$ cat config.mk
export PLATFORM = sky130hd
export DESIGN_NAME = cfgio_ports
export DESIGN_NICKNAME = d
export VERILOG_FILES = /design/src/hw/cfgio_pkg.sv /design/src/hw/cfgio_ports.sv
export SDC_FILE = /design/constraint.sdc
export NUM_CORES = 1
export LEC_CHECK = 0
export BUFFER_PORTS_ARGS = -buffer_cell sky130_fd_sc_hd__buf_4
export CORE_MARGIN = 5
export CORE_UTILIZATION = 61
export DETAILED_ROUTE_END_ITERATION = 8
export GPL_TIMING_DRIVEN = 1
export PLACE_DENSITY = 0.84
export SLEW_MARGIN = 20
export SYNTH_ARGS = -nofsm -noshare
export SYNTH_HDL_FRONTEND = slang
export SYNTH_SLANG_ARGS = --single-unit
$ cat constraint.sdc
create_clock -name clk -period 5.7 [get_ports clk]
set_clock_uncertainty 0.05 [all_clocks]
set_input_delay 0.855 -clock clk [delete_from_list [all_inputs] [get_ports clk]]
set_output_delay 0.855 -clock clk [all_outputs]
set_load 0.01 [all_outputs]
$ cat src/hw/cfgio_pkg.sv
package cfgio_pkg;

    // Register offsets inside the port register window
    localparam int OFS_W = 5;
    localparam logic [OFS_W-1:0] OFS_PIN_A = 5'h02;
    localparam logic [OFS_W-1:0] OFS_PIN_B = 5'h03;
    localparam logic [OFS_W-1:0] OFS_DIR_A = 5'h04;
    localparam logic [OFS_W-1:0] OFS_DIR_B = 5'h05;
    localparam logic [OFS_W-1:0] OFS_DAT_A = 5'h06;
    localparam logic [OFS_W-1:0] OFS_DAT_B = 5'h07;
    localparam logic [OFS_W-1:0] OFS_PAGE = 5'h18;
    localparam logic [OFS_W-1:0] OFS_EVEN_MASK = 5'h1e;

    // Widths and reset values
    localparam int PAGE_W = 4;
    localparam logic [7:0] DIR_RST = 8'h00;
    localparam logic [7:0] DAT_RST = 8'h00;
    localparam logic [PAGE_W-1:0] PAGE_RST = 4'h0;

    // Bit positions in the synchronised pin vector
    localparam int SY_ALE = 0;
    localparam int SY_RD = 1;
    localparam int SY_WR = 2;
    localparam int SY_BHE = 3;
    localparam int SY_A19 = 4;
    localparam int SY_AD = 5;
    localparam int SY_AHI = 13;
    localparam int SY_PA = 21;
    localparam int SY_PB = 29;
    localparam int SY_PC = 37;
    localparam int SY_RDIN = 40;
    localparam int SY_ADOUT = 41;
    localparam int SY_WROUT = 42;
    localparam int SY_SEL = 43;
    localparam int SY_PT = 44;
    localparam int PT_N = 27;
    localparam int SY_W = 71;

    // Product term layout: four per select 0..3, two per 4..7, one per 8..10
    localparam int PT_CS4 = 16;
    localparam int PT_CS8 = 24;

endpackage : cfgio_pkg

$ cat src/hw/cfgio_ports.sv
`timescale 1ns/1ps
module cfgio_ports (
    input wire logic clk,
    input wire logic rst_n,
    // Static configuration
    input wire logic mux_mode,
    input wire logic wide_bus,
    input wire logic strobe_mode,
    input wire logic low_address_latch_mode,
    input wire logic high_address_latch_mode,
    input wire logic [7:0] port_a_function_bits,
    input wire logic port_a_follow_mode,
    input wire logic [7:0] port_a_driver_type_select,
    input wire logic [7:0] port_b_function_bits,
    input wire logic [7:0] port_b_driver_type_select,
    input wire logic [2:0] port_c_function_bits,
    input wire logic [3:0] port_c_input_kind_bits,
    // Host bus pins
    input wire logic ale,
    input wire logic rd_e,
    input wire logic wr_rw,
    input wire logic byte_high_enable_n,
    input wire logic [7:0] low_muxed_bus_pins_in,
    input wire logic [7:0] high_address_pins_in,
    input wire logic a19_in,
    // Decoder array terms
    input wire logic read_in_window,
    input wire logic address_out_window,
    input wire logic write_out_window,
    input wire logic port_register_base_select,
    input wire logic [26:0] product_terms,
    // Port pins and low bus pin outputs
    input wire logic [7:0] port_a_pins_in,
    input wire logic [7:0] port_b_pins_in,
    input wire logic [2:0] port_c_pins_in,
    output logic [7:0] low_muxed_bus_pins_out_q,
    output logic [7:0] low_muxed_bus_pins_oe_q,
    output logic [7:0] port_a_pins_out_q,
    output logic [7:0] port_a_pins_oe_q,
    output logic [7:0] port_b_pins_out_q,
    output logic [7:0] port_b_pins_oe_q,
    output logic [2:0] port_c_pins_out_q,
    output logic [2:0] port_c_pins_oe_q,
    // Toward the decoder arrays
    output logic [3:0] memory_page_select_q,
    output logic [15:0] decoder_address_q,
    output logic [3:0] decoder_high_address_q,
    output logic [3:0] decoder_high_logic_q,
    output logic decoder_ale_logic_q
);

    localparam int W = cfgio_pkg::SY_W;

    function automatic logic b_hit(
        input logic [cfgio_pkg::OFS_W-1:0] off,
        input logic [cfgio_pkg::OFS_W-1:0] ofs_a,
        input logic wide,
        input logic bhe_n
    );
        if (wide) begin
            b_hit = ((off & cfgio_pkg::OFS_EVEN_MASK) == ofs_a) && !bhe_n;
        end else begin
            b_hit = (off == (ofs_a | 5'h01));
        end
    endfunction : b_hit

    // Returns {oe, out} for one general I/O pin
    function automatic logic [1:0] gpio_pin(
        input logic dir,
        input logic dat,
        input logic od
    );
        gpio_pin[1] = dir && (!od || !dat);
        gpio_pin[0] = od ? 1'b0 : dat;
    endfunction : gpio_pin

    logic [W-1:0] sy_in, s1_q, s2_q, s3_q, st_q;

    assign sy_in = {product_terms, port_register_base_select,
                    write_out_window, address_out_window, read_in_window,
                    port_c_pins_in, port_b_pins_in, port_a_pins_in,
                    high_address_pins_in, low_muxed_bus_pins_in, a19_in,
                    byte_high_enable_n, wr_rw, rd_e, ale};

    // Three-stage pin sampling; a level counts once stages two and three agree
    always_ff @(posedge clk or negedge rst_n) begin
        if (!rst_n) begin
            s1_q <= '0;
            s2_q <= '0;
            s3_q <= '0;
            st_q <= '0;
        end else begin
            s1_q <= sy_in;
            s2_q <= s1_q;
            s3_q <= s2_q;
            st_q <= ((s2_q ~^ s3_q) & s3_q) | ((s2_q ^ s3_q) & st_q);
        end
    end

    logic ale_s, rd_act, wr_act, bhe_n_s, sel_s;
    logic [7:0] ad_s, ahi_s, pa_s, pb_s;
    logic [3:0] hc_s;
    logic [cfgio_pkg::PT_N-1:0] pt_s;

    assign ale_s = st_q[cfgio_pkg::SY_ALE];
    assign bhe_n_s = st_q[cfgio_pkg::SY_BHE];
    assign sel_s = st_q[cfgio_pkg::SY_SEL];
    assign ad_s = st_q[cfgio_pkg::SY_AD +: 8];
    assign ahi_s = st_q[cfgio_pkg::SY_AHI +: 8];
    assign pa_s = st_q[cfgio_pkg::SY_PA +: 8];
    assign pb_s = st_q[cfgio_pkg::SY_PB +: 8];
    assign hc_s = {st_q[cfgio_pkg::SY_A19], st_q[cfgio_pkg::SY_PC +: 3]};
    assign pt_s = st_q[cfgio_pkg::SY_PT +: cfgio_pkg::PT_N];

    assign rd_act = strobe_mode ?
        (st_q[cfgio_pkg::SY_RD] && st_q[cfgio_pkg::SY_WR]) :
        !st_q[cfgio_pkg::SY_RD];
    assign wr_act = strobe_mode ?
        (st_q[cfgio_pkg::SY_RD] && !st_q[cfgio_pkg::SY_WR]) :
        !st_q[cfgio_pkg::SY_WR];

    logic ale_p_q, ale_fall, alat_bhe_n_q;
    logic [7:0] alat_lo_q, alat_hi_q;
    logic [3:0] alat_hc_q;

    assign ale_fall = ale_p_q && !ale_s;

    always_ff @(posedge clk or negedge rst_n) begin
        if (!rst_n) begin
            ale_p_q <= 1'b0;
            alat_lo_q <= 8'h00;
            alat_hi_q <= 8'h00;
            alat_bhe_n_q <= 1'b1;
            alat_hc_q <= 4'h0;
        end else begin
            ale_p_q <= ale_s;
            if (ale_fall) begin
                alat_lo_q <= ad_s;
                alat_hi_q <= ahi_s;
                alat_bhe_n_q <= bhe_n_s;
                alat_hc_q <= hc_s;
            end
        end
    end

    logic sep_latched, bhe_n_cur;
    logic [7:0] addr_lo, addr_hi;
    logic [cfgio_pkg::OFS_W-1:0] off;

    assign sep_latched = !mux_mode && low_address_latch_mode;
    assign addr_lo = (mux_mode || sep_latched) ? alat_lo_q : ad_s;
    assign addr_hi = sep_latched ? alat_hi_q : ahi_s;
    assign bhe_n_cur = mux_mode ? alat_bhe_n_q : bhe_n_s;
    assign off = addr_lo[cfgio_pkg::OFS_W-1:0];

    // Write capture during the strobe, commit at its end
    logic wr_p_q, wcap_q, wbhe_n_q, commit;
    logic [7:0] wlo_q, whi_q;
    logic [cfgio_pkg::OFS_W-1:0] woff_q;

    assign commit = wr_p_q && !wr_act && wcap_q;

    always_ff @(posedge clk or negedge rst_n) begin
        if (!rst_n) begin
            wr_p_q <= 1'b0;
            wcap_q <= 1'b0;
            wlo_q <= 8'h00;
            whi_q <= 8'h00;
            woff_q <= '0;
            wbhe_n_q <= 1'b1;
        end else begin
            wr_p_q <= wr_act;
            if (wr_act && sel_s) begin
                wcap_q <= 1'b1;
                wlo_q <= mux_mode ? ad_s : pa_s;
                whi_q <= pb_s;
                woff_q <= off;
                wbhe_n_q <= bhe_n_cur;
            end else if (!wr_act) begin
                wcap_q <= 1'b0;
            end
        end
    end

    logic [7:0] dir_a_q, dir_b_q, dat_a_q, dat_b_q, wb_data;

    assign wb_data = wide_bus ? whi_q : wlo_q;

    always_ff @(posedge clk or negedge rst_n) begin
        if (!rst_n) begin
            dir_a_q <= cfgio_pkg::DIR_RST;
            dir_b_q <= cfgio_pkg::DIR_RST;
        end else if (commit) begin
            if (woff_q == cfgio_pkg::OFS_DIR_A) begin
                dir_a_q <= wlo_q;
            end
            if (b_hit(woff_q, cfgio_pkg::OFS_DIR_A, wide_bus, wbhe_n_q)) begin
                dir_b_q <= wb_data;
            end
        end
    end

    always_ff @(posedge clk or negedge rst_n) begin
        if (!rst_n) begin
            dat_a_q <= cfgio_pkg::DAT_RST;
            dat_b_q <= cfgio_pkg::DAT_RST;
        end else if (commit) begin
            if (woff_q == cfgio_pkg::OFS_DAT_A) begin
                dat_a_q <= wlo_q;
            end
            if (b_hit(woff_q, cfgio_pkg::OFS_DAT_A, wide_bus, wbhe_n_q)) begin
                dat_b_q <= wb_data;
            end
        end
    end

    always_ff @(posedge clk or negedge rst_n) begin
        if (!rst_n) begin
            memory_page_select_q <= cfgio_pkg::PAGE_RST;
        end else if (commit && woff_q == cfgio_pkg::OFS_PAGE) begin
            memory_page_select_q <= wlo_q[cfgio_pkg::PAGE_W-1:0];
        end
    end

    // Register read data; pin registers have no write path
    logic [7:0] rd_lo, rd_hi;
    logic rd_hit, rd_drive, bh_pin, bh_dir, bh_dat;

    always_comb begin
        bh_pin = b_hit(off, cfgio_pkg::OFS_PIN_A, wide_bus, bhe_n_cur);
        bh_dir = b_hit(off, cfgio_pkg::OFS_DIR_A, wide_bus, bhe_n_cur);
        bh_dat = b_hit(off, cfgio_pkg::OFS_DAT_A, wide_bus, bhe_n_cur);
        rd_lo = 8'h00;
        rd_hi = 8'h00;
        rd_hit = 1'b1;
        if (off == cfgio_pkg::OFS_PIN_A) begin
            rd_lo = pa_s;
        end else if (off == cfgio_pkg::OFS_DIR_A) begin
            rd_lo = dir_a_q;
        end else if (off == cfgio_pkg::OFS_DAT_A) begin
            rd_lo = dat_a_q;
        end else if (off == cfgio_pkg::OFS_PAGE) begin
            rd_lo = {4'h0, memory_page_select_q};
        end else if (wide_bus) begin
            rd_hit = 1'b0;
        end else if (bh_pin) begin
            rd_lo = pb_s;
        end else if (bh_dir) begin
            rd_lo = dir_b_q;
        end else if (bh_dat) begin
            rd_lo = dat_b_q;
        end else begin
            rd_hit = 1'b0;
        end
        if (wide_bus) begin
            if (bh_pin) begin
                rd_hi = pb_s;
            end else if (bh_dir) begin
                rd_hi = dir_b_q;
            end else if (bh_dat) begin
                rd_hi = dat_b_q;
            end
            rd_hit = rd_hit || bh_pin || bh_dir || bh_dat;
        end
        rd_drive = rd_act && sel_s && rd_hit;
    end

    logic [10:0] cs;

    always_comb begin
        for (int i = 0; i < 4; i++) begin
            cs[i] = |pt_s[4*i +: 4];
        end
        for (int i = 0; i < 4; i++) begin
            cs[4+i] = |pt_s[cfgio_pkg::PT_CS4 + 2*i +: 2];
        end
        for (int i = 0; i < 3; i++) begin
            cs[8+i] = pt_s[cfgio_pkg::PT_CS8 + i];
        end
    end

    logic trk_ao, trk_wo, trk_ri;
    logic [7:0] pa_out_d, pa_oe_d, pb_out_d, pb_oe_d, ad_out_d, ad_oe_d;
    logic [1:0] ga, gb;

    assign trk_ao = st_q[cfgio_pkg::SY_ADOUT] && ale_s;
    assign trk_wo = st_q[cfgio_pkg::SY_WROUT] && wr_act;
    assign trk_ri = st_q[cfgio_pkg::SY_RDIN] && rd_act;

    always_comb begin
        pa_out_d = 8'h00;
        pa_oe_d = 8'h00;
        ad_out_d = rd_lo;
        ad_oe_d = (mux_mode && rd_drive) ? 8'hff : 8'h00;
        ga = 2'b00;
        if (!mux_mode) begin
            pa_out_d = rd_lo;
            pa_oe_d = rd_drive ? 8'hff : 8'h00;
        end else if (port_a_follow_mode) begin
            pa_out_d = ad_s;
            if (trk_ao || trk_wo) begin
                pa_oe_d = 8'hff;
            end else if (trk_ri && !rd_drive) begin
                ad_out_d = pa_s;
                ad_oe_d = 8'hff;
            end
        end else begin
            for (int i = 0; i < 8; i++) begin
                ga = gpio_pin(dir_a_q[i], dat_a_q[i],
                             port_a_driver_type_select[i]);
                if (port_a_function_bits[i]) begin
                    pa_out_d[i] = alat_lo_q[i];
                    pa_oe_d[i] = 1'b1;
                end else begin
                    pa_out_d[i] = ga[0];
                    pa_oe_d[i] = ga[1];
                end
            end
        end
    end

    always_comb begin
        pb_out_d = 8'h00;
        pb_oe_d = 8'h00;
        gb = 2'b00;
        if (!mux_mode && wide_bus) begin
            pb_out_d = rd_hi;
            pb_oe_d = rd_drive ? 8'hff : 8'h00;
        end else begin
            for (int i = 0; i < 8; i++) begin
                gb = gpio_pin(dir_b_q[i], dat_b_q[i],
                             port_b_driver_type_select[i]);
                if (port_b_function_bits[i]) begin
                    pb_out_d[i] = gb[0];
                    pb_oe_d[i] = gb[1];
                end else begin
                    pb_out_d[i] = !cs[i];
                    pb_oe_d[i] = 1'b1;
                end
            end
        end
    end

    logic [3:0] hc_val, hc_in_mask;

    assign hc_val = high_address_latch_mode ? alat_hc_q : hc_s;
    assign hc_in_mask = {1'b1, ~port_c_function_bits};

    always_ff @(posedge clk or negedge rst_n) begin
        if (!rst_n) begin
            low_muxed_bus_pins_out_q <= 8'h00;
            low_muxed_bus_pins_oe_q <= 8'h00;
            port_a_pins_out_q <= 8'h00;
            port_a_pins_oe_q <= 8'h00;
            port_b_pins_out_q <= 8'h00;
            port_b_pins_oe_q <= 8'h00;
            port_c_pins_out_q <= 3'h0;
            port_c_pins_oe_q <= 3'h0;
        end else begin
            low_muxed_bus_pins_out_q <= ad_out_d;
            low_muxed_bus_pins_oe_q <= ad_oe_d;
            port_a_pins_out_q <= pa_out_d;
            port_a_pins_oe_q <= pa_oe_d;
            port_b_pins_out_q <= pb_out_d;
            port_b_pins_oe_q <= pb_oe_d;
            port_c_pins_out_q <= ~cs[10:8];
            port_c_pins_oe_q <= port_c_function_bits;
        end
    end

    always_ff @(posedge clk or negedge rst_n) begin
        if (!rst_n) begin
            decoder_address_q <= 16'h0000;
            decoder_high_address_q <= 4'h0;
            decoder_high_logic_q <= 4'h0;
            decoder_ale_logic_q <= 1'b0;
        end else begin
            decoder_address_q <= {addr_hi, addr_lo};
            decoder_high_address_q <=
                hc_val & hc_in_mask & port_c_input_kind_bits;
            decoder_high_logic_q <=
                hc_val & hc_in_mask & ~port_c_input_kind_bits;
            decoder_ale_logic_q <=
                !mux_mode && !low_address_latch_mode && ale_s;
        end
    end

endmodule : cfgio_ports

==> impl_summary.txt <==
----------------------------------------------------
[Yosys]
  Area fraction in compound gates after synthesis ... 0.09928
  Simple-gate area share of the yosys netlist ... 0.05430
  Post-synth top flop ... sky130_fd_sc_hd__dfrtp_1
  Post-synth net total ... 1235
  Adder-Cell Fraction of Synth Area ... 0.05754
  Async SR Flop Fraction ... 1.000
  Synthesis-stage register bit count ... 438
  Average cell area after synthesis ... 14.76 µm²
  Mux cell area share after synthesis ... 0.06192
  Xor and xnor fraction of the mapped netlist area ... 0
  Cell count after synthesis ... 1046
  Dominant combinational cell family by area after synthesis ... compound AO/OA/AOI/OAI gates
  Yosys cell types ... 55
  Share of synthesized area occupied by flip-flops and latches ... 0.7101
  Area of the mapped netlist ... 0.01544 mm²
  Post-synth EDFFs ... 0
  Count of yosys warnings during synthesis ... 0

[Critical path]
  Type of the worst setup path ... in -> reg
  RR Startpoint ... st_q[7]
  Category of the worst setup path launch point ... input pin
  Origin of the worst setup path ... mux_mode
  Required time reported for the critical path endpoint ... 6.05 ns
  Largest fanout on the critical path ... 42
  Data arrival time of the critical path ... 3.53 ns
  Type of element capturing the critical path ... flip-flop

[CTS]
  CTS tree ... done
  Number of sinks on the clock net ... 438
  Clock-pin transition on the worst setup and hold timing paths ... 0.06 ns
  Number of buffers between clock root and the deepest sink ... 3
  CTS Root Buffer Type ... sky130_fd_sc_hd__clkbuf_16
  H-tree levels ... 2
  Clock latency on the worst-skew pair ... 0.53 ns
  Number of buffers inserted for hold repair after clock tree synthesis ... 0
  Post-CTS Repair Setup Buffers ... 0
  Number of buffers added by the clock tree synthesis step ... 42
  CTS-repair resized insts ... 0

[STA]
  Fmax ... 315.0 MHz
  Clock period minus worst slack ... approximately 3.2 ns
  Final critical-path share of the clock period ... 0.5570
  Setup repair after global routing missed its margin ... no
  Worst-Margin Slew ... 0.9460 ns
  Relative slew slack ... 0.3635
  Final max-slew violation count ... 0
  Setup violation total in the final timing report ... 0
  Setup TNS Final ... 0 ns
  Final-report hold violation count ... 0

[Final layout]
  Number of antenna diodes ... 0
  Synth-to-layout area growth ... 20.97%
  Fraction of final layout cells with drive strength greater than 1 ... 0.2685
  Post-layout instance area ... 0.01868 mm²
  Final Net Count ... around 1400

[Drt]
  Detailed-route wire length ... ~33 mm
  Drt drc ... 0
  Number of routed nets with antenna violations ... 0
  Post-route met1 wirelength ... 12.70 mm
  Router iterations before antenna repair ... 6
  Highest signal layer in the routed design ... met4
  Avg Vias per Cell ... roughly 5.8
  Via count ... 9296
  WL/cell ... 20.50 µm
  Routed length on met3 ... 2.942 mm
  Iteration-0 DRC count of the detailed router ... 977
  WL met2 ... between 15 and 20 mm

[Die]
  Number of top-level pins ... 201
  Height of the chip ... 169.1 µm
  Die area ... 0.02859 mm²
  Core Footprint ... 0.02504 mm²
  Standard-cell row count ... 58
  Starting density of the core ... 0.6166
  Width of the die ... ~170 µm

[Min path]
  Worst hold path class ... in -> async

[Run]
  Max cap viols ... 0

[Global routing]
  Number of antenna violations at the first check in global routing ... 0
  Number of global-route vias before repair ... 9986
  Global Route Usage Sum ... 0.2365
  Remaining global-route overflow ... 0
  Pin count of the biggest net entering global routing ... 135
  Global-route wire length before repair ... around 53 mm

[Power]
  Power density cells ... 406.3 mW/mm²
  Worst VDD drop ... 0.3170 mV
  Leakage power total ... 9.205 nW

[Place]
  Area after DPL ... 0.01724 mm²
  IO buf count ... 200
  HPWL reported at the end of detailed placement ... around 23 mm
  Routability congestion estimate ... 0.9189

[Status]
  Status ... finished clean

----------------------------------------------------
==> Yosys cell counts (6+ instances only) <==
library cell / number / share of area
sky130_fd_sc_hd__mux2_2: 60 / 0.044
sky130_fd_sc_hd__a21o_1: 72 / 0.035
sky130_fd_sc_hd__clkbuf_1: 19 / 0.0046
sky130_fd_sc_hd__dfrtp_1: 436 / 0.71
sky130_fd_sc_hd__o21ai_0: 44 / 0.014
sky130_fd_sc_hd__a21oi_1: 32 / 0.010
sky130_fd_sc_hd__nor3b_1: 11 / 0.0053
sky130_fd_sc_hd__o22ai_1: 12 / 0.0049
sky130_fd_sc_hd__a31oi_1: 6 / 0.0024
sky130_fd_sc_hd__a21boi_0: 8 / 0.0039
sky130_fd_sc_hd__nand2_1: 72 / 0.018
sky130_fd_sc_hd__ha_1: 71 / 0.058
sky130_fd_sc_hd__buf_4: 8 / 0.0039
sky130_fd_sc_hd__mux2i_1: 22 / 0.014
sky130_fd_sc_hd__nor2_1: 28 / 0.0068
sky130_fd_sc_hd__buf_2: 7 / 0.0023
sky130_fd_sc_hd__nor3_1: 15 / 0.0049
sky130_fd_sc_hd__a211oi_1: 13 / 0.0063
sky130_fd_sc_hd__a222oi_1: 9 / 0.0058
sky130_fd_sc_hd__a22oi_1: 6 / 0.0029
sky130_fd_sc_hd__o21ai_1: 6 / 0.0019
sky130_fd_sc_hd__nor2b_1: 6 / 0.0024
sky130_fd_sc_hd__inv_1: 17 / 0.0041
==> cells in the final DEF (no fill, tap or decap), types with 4 or more instances in the layout <==
master and instances:
sky130_fd_sc_hd__o21ai_1 5, sky130_fd_sc_hd__ha_1 71, sky130_fd_sc_hd__nor2b_1 5, sky130_fd_sc_hd__o22ai_1 12, sky130_fd_sc_hd__buf_4 203, sky130_fd_sc_hd__nor3b_1 11, sky130_fd_sc_hd__a21oi_1 32, sky130_fd_sc_hd__a211oi_1 13
sky130_fd_sc_hd__nand2_1 71, sky130_fd_sc_hd__clkinv_2 4, sky130_fd_sc_hd__mux2_2 60, sky130_fd_sc_hd__mux2i_1 22, sky130_fd_sc_hd__a21o_1 72, sky130_fd_sc_hd__nor2_1 28, sky130_fd_sc_hd__a22oi_1 6, sky130_fd_sc_hd__nand3_1 5
sky130_fd_sc_hd__o21ai_0 44, sky130_fd_sc_hd__nand2b_1 4, sky130_fd_sc_hd__a31oi_1 6, sky130_fd_sc_hd__or3_1 4, sky130_fd_sc_hd__or4_1 5, sky130_fd_sc_hd__nor3_1 15, sky130_fd_sc_hd__inv_1 17, sky130_fd_sc_hd__clkbuf_16 45
sky130_fd_sc_hd__clkbuf_1 11, sky130_fd_sc_hd__clkbuf_8 9, sky130_fd_sc_hd__mux2_4 4, sky130_fd_sc_hd__a222oi_1 9, sky130_fd_sc_hd__dfrtp_1 436, sky130_fd_sc_hd__a21boi_0 8
==> area by class of cell <==
cell class,count,area [µm²]
multi-input combinational,551,4229
clock inverter,7,110.1
fill,1520,6360
inverter,17,63.81
sequential,438,10960
tap,330,412.9
clock buffer,65,1291
timing repair buffer,207,1607
==> flip-flops by register name (all words and copies together), names as in the netlist, 8 cells and up <==
signal                    cells
s2_q                         71
whi_q                         8
dat_a_q                       8
port_b_pins_oe_q              8
s3_q                         71
s1_q                         71
port_a_pins_oe_q              8
port_b_pins_out_q             8
port_a_pins_out_q             8
decoder_address_q            16
low_muxed_bus_pins_out_q      8
wlo_q                         8
dat_b_q                       8
alat_lo_q                     8
st_q                         71
dir_a_q                       8
dir_b_q                       8
alat_hi_q                     8
==> where the power goes <==
group          leakage (nW)  internal, mW  switching [mW]  total [mW]
sequential             5.31          3.50           0.318        3.82
clock                 0.690          1.69            1.10        2.79
combinational          3.20         0.478           0.502       0.980
==> worst paths after layout <==
kind,to,slack [ns],cells after the start
worst min-delay path,s2_q[16],0.17,1
worst max register to register,port_a_pins_out_q[4],3.17,6
max in group asynchronous,s1_q[37],3.91,3
min in group clk,s2_q[38],0.29,0
worst min register to register,s2_q[38],0.29,0
worst max-delay path,low_muxed_bus_pins_out_q[4],2.53,7
==> critical path: stages <==
cell                      delay [ns]
sky130_fd_sc_hd__buf_4          0.25
sky130_fd_sc_hd__nor2_1         0.70
sky130_fd_sc_hd__o32ai_1        0.27
sky130_fd_sc_hd__o311a_4        0.43
sky130_fd_sc_hd__nor4b_4        0.54
sky130_fd_sc_hd__nor2_4         0.13
sky130_fd_sc_hd__mux2_4         0.33
==> through the flow <==
stage	setup WS, ns	total power, mW	hold slack (ns)	std cells	util
detailed placement	2.047	4.824	0.2847	1542	0.6885
finish	2.525	7.588	0.1679	1615	0.7460
floorplan	3.115	4.304	0.2812	1046	-
global placement	2.190	4.767	0.2816	1542	0.6885
global route	2.350	7.909	0.1784	1615	0.7460
CTS	2.579	7.630	0.2964	1614	0.7444
==> cell families (layout without fill, tap and decap cells) <==
kind of cell             Yosys count  count (layout)
AO/OA/AOI/OAI                    227             227
adder cells (fa/ha/maj)           71              71
buffers and inverters             57             296
flip-flops                       438             438
multiplexers                      86              86
AND/OR/NAND/NOR                  167             167
==> layer usage <==
layer,GRT usage,vias up
li1,-,4117
met1,0.3146,4651
met2,0.3821,432
met3,0.06235,96
met4,0.08610,0
met5,0,-
(Power assumes the default switching activity.)
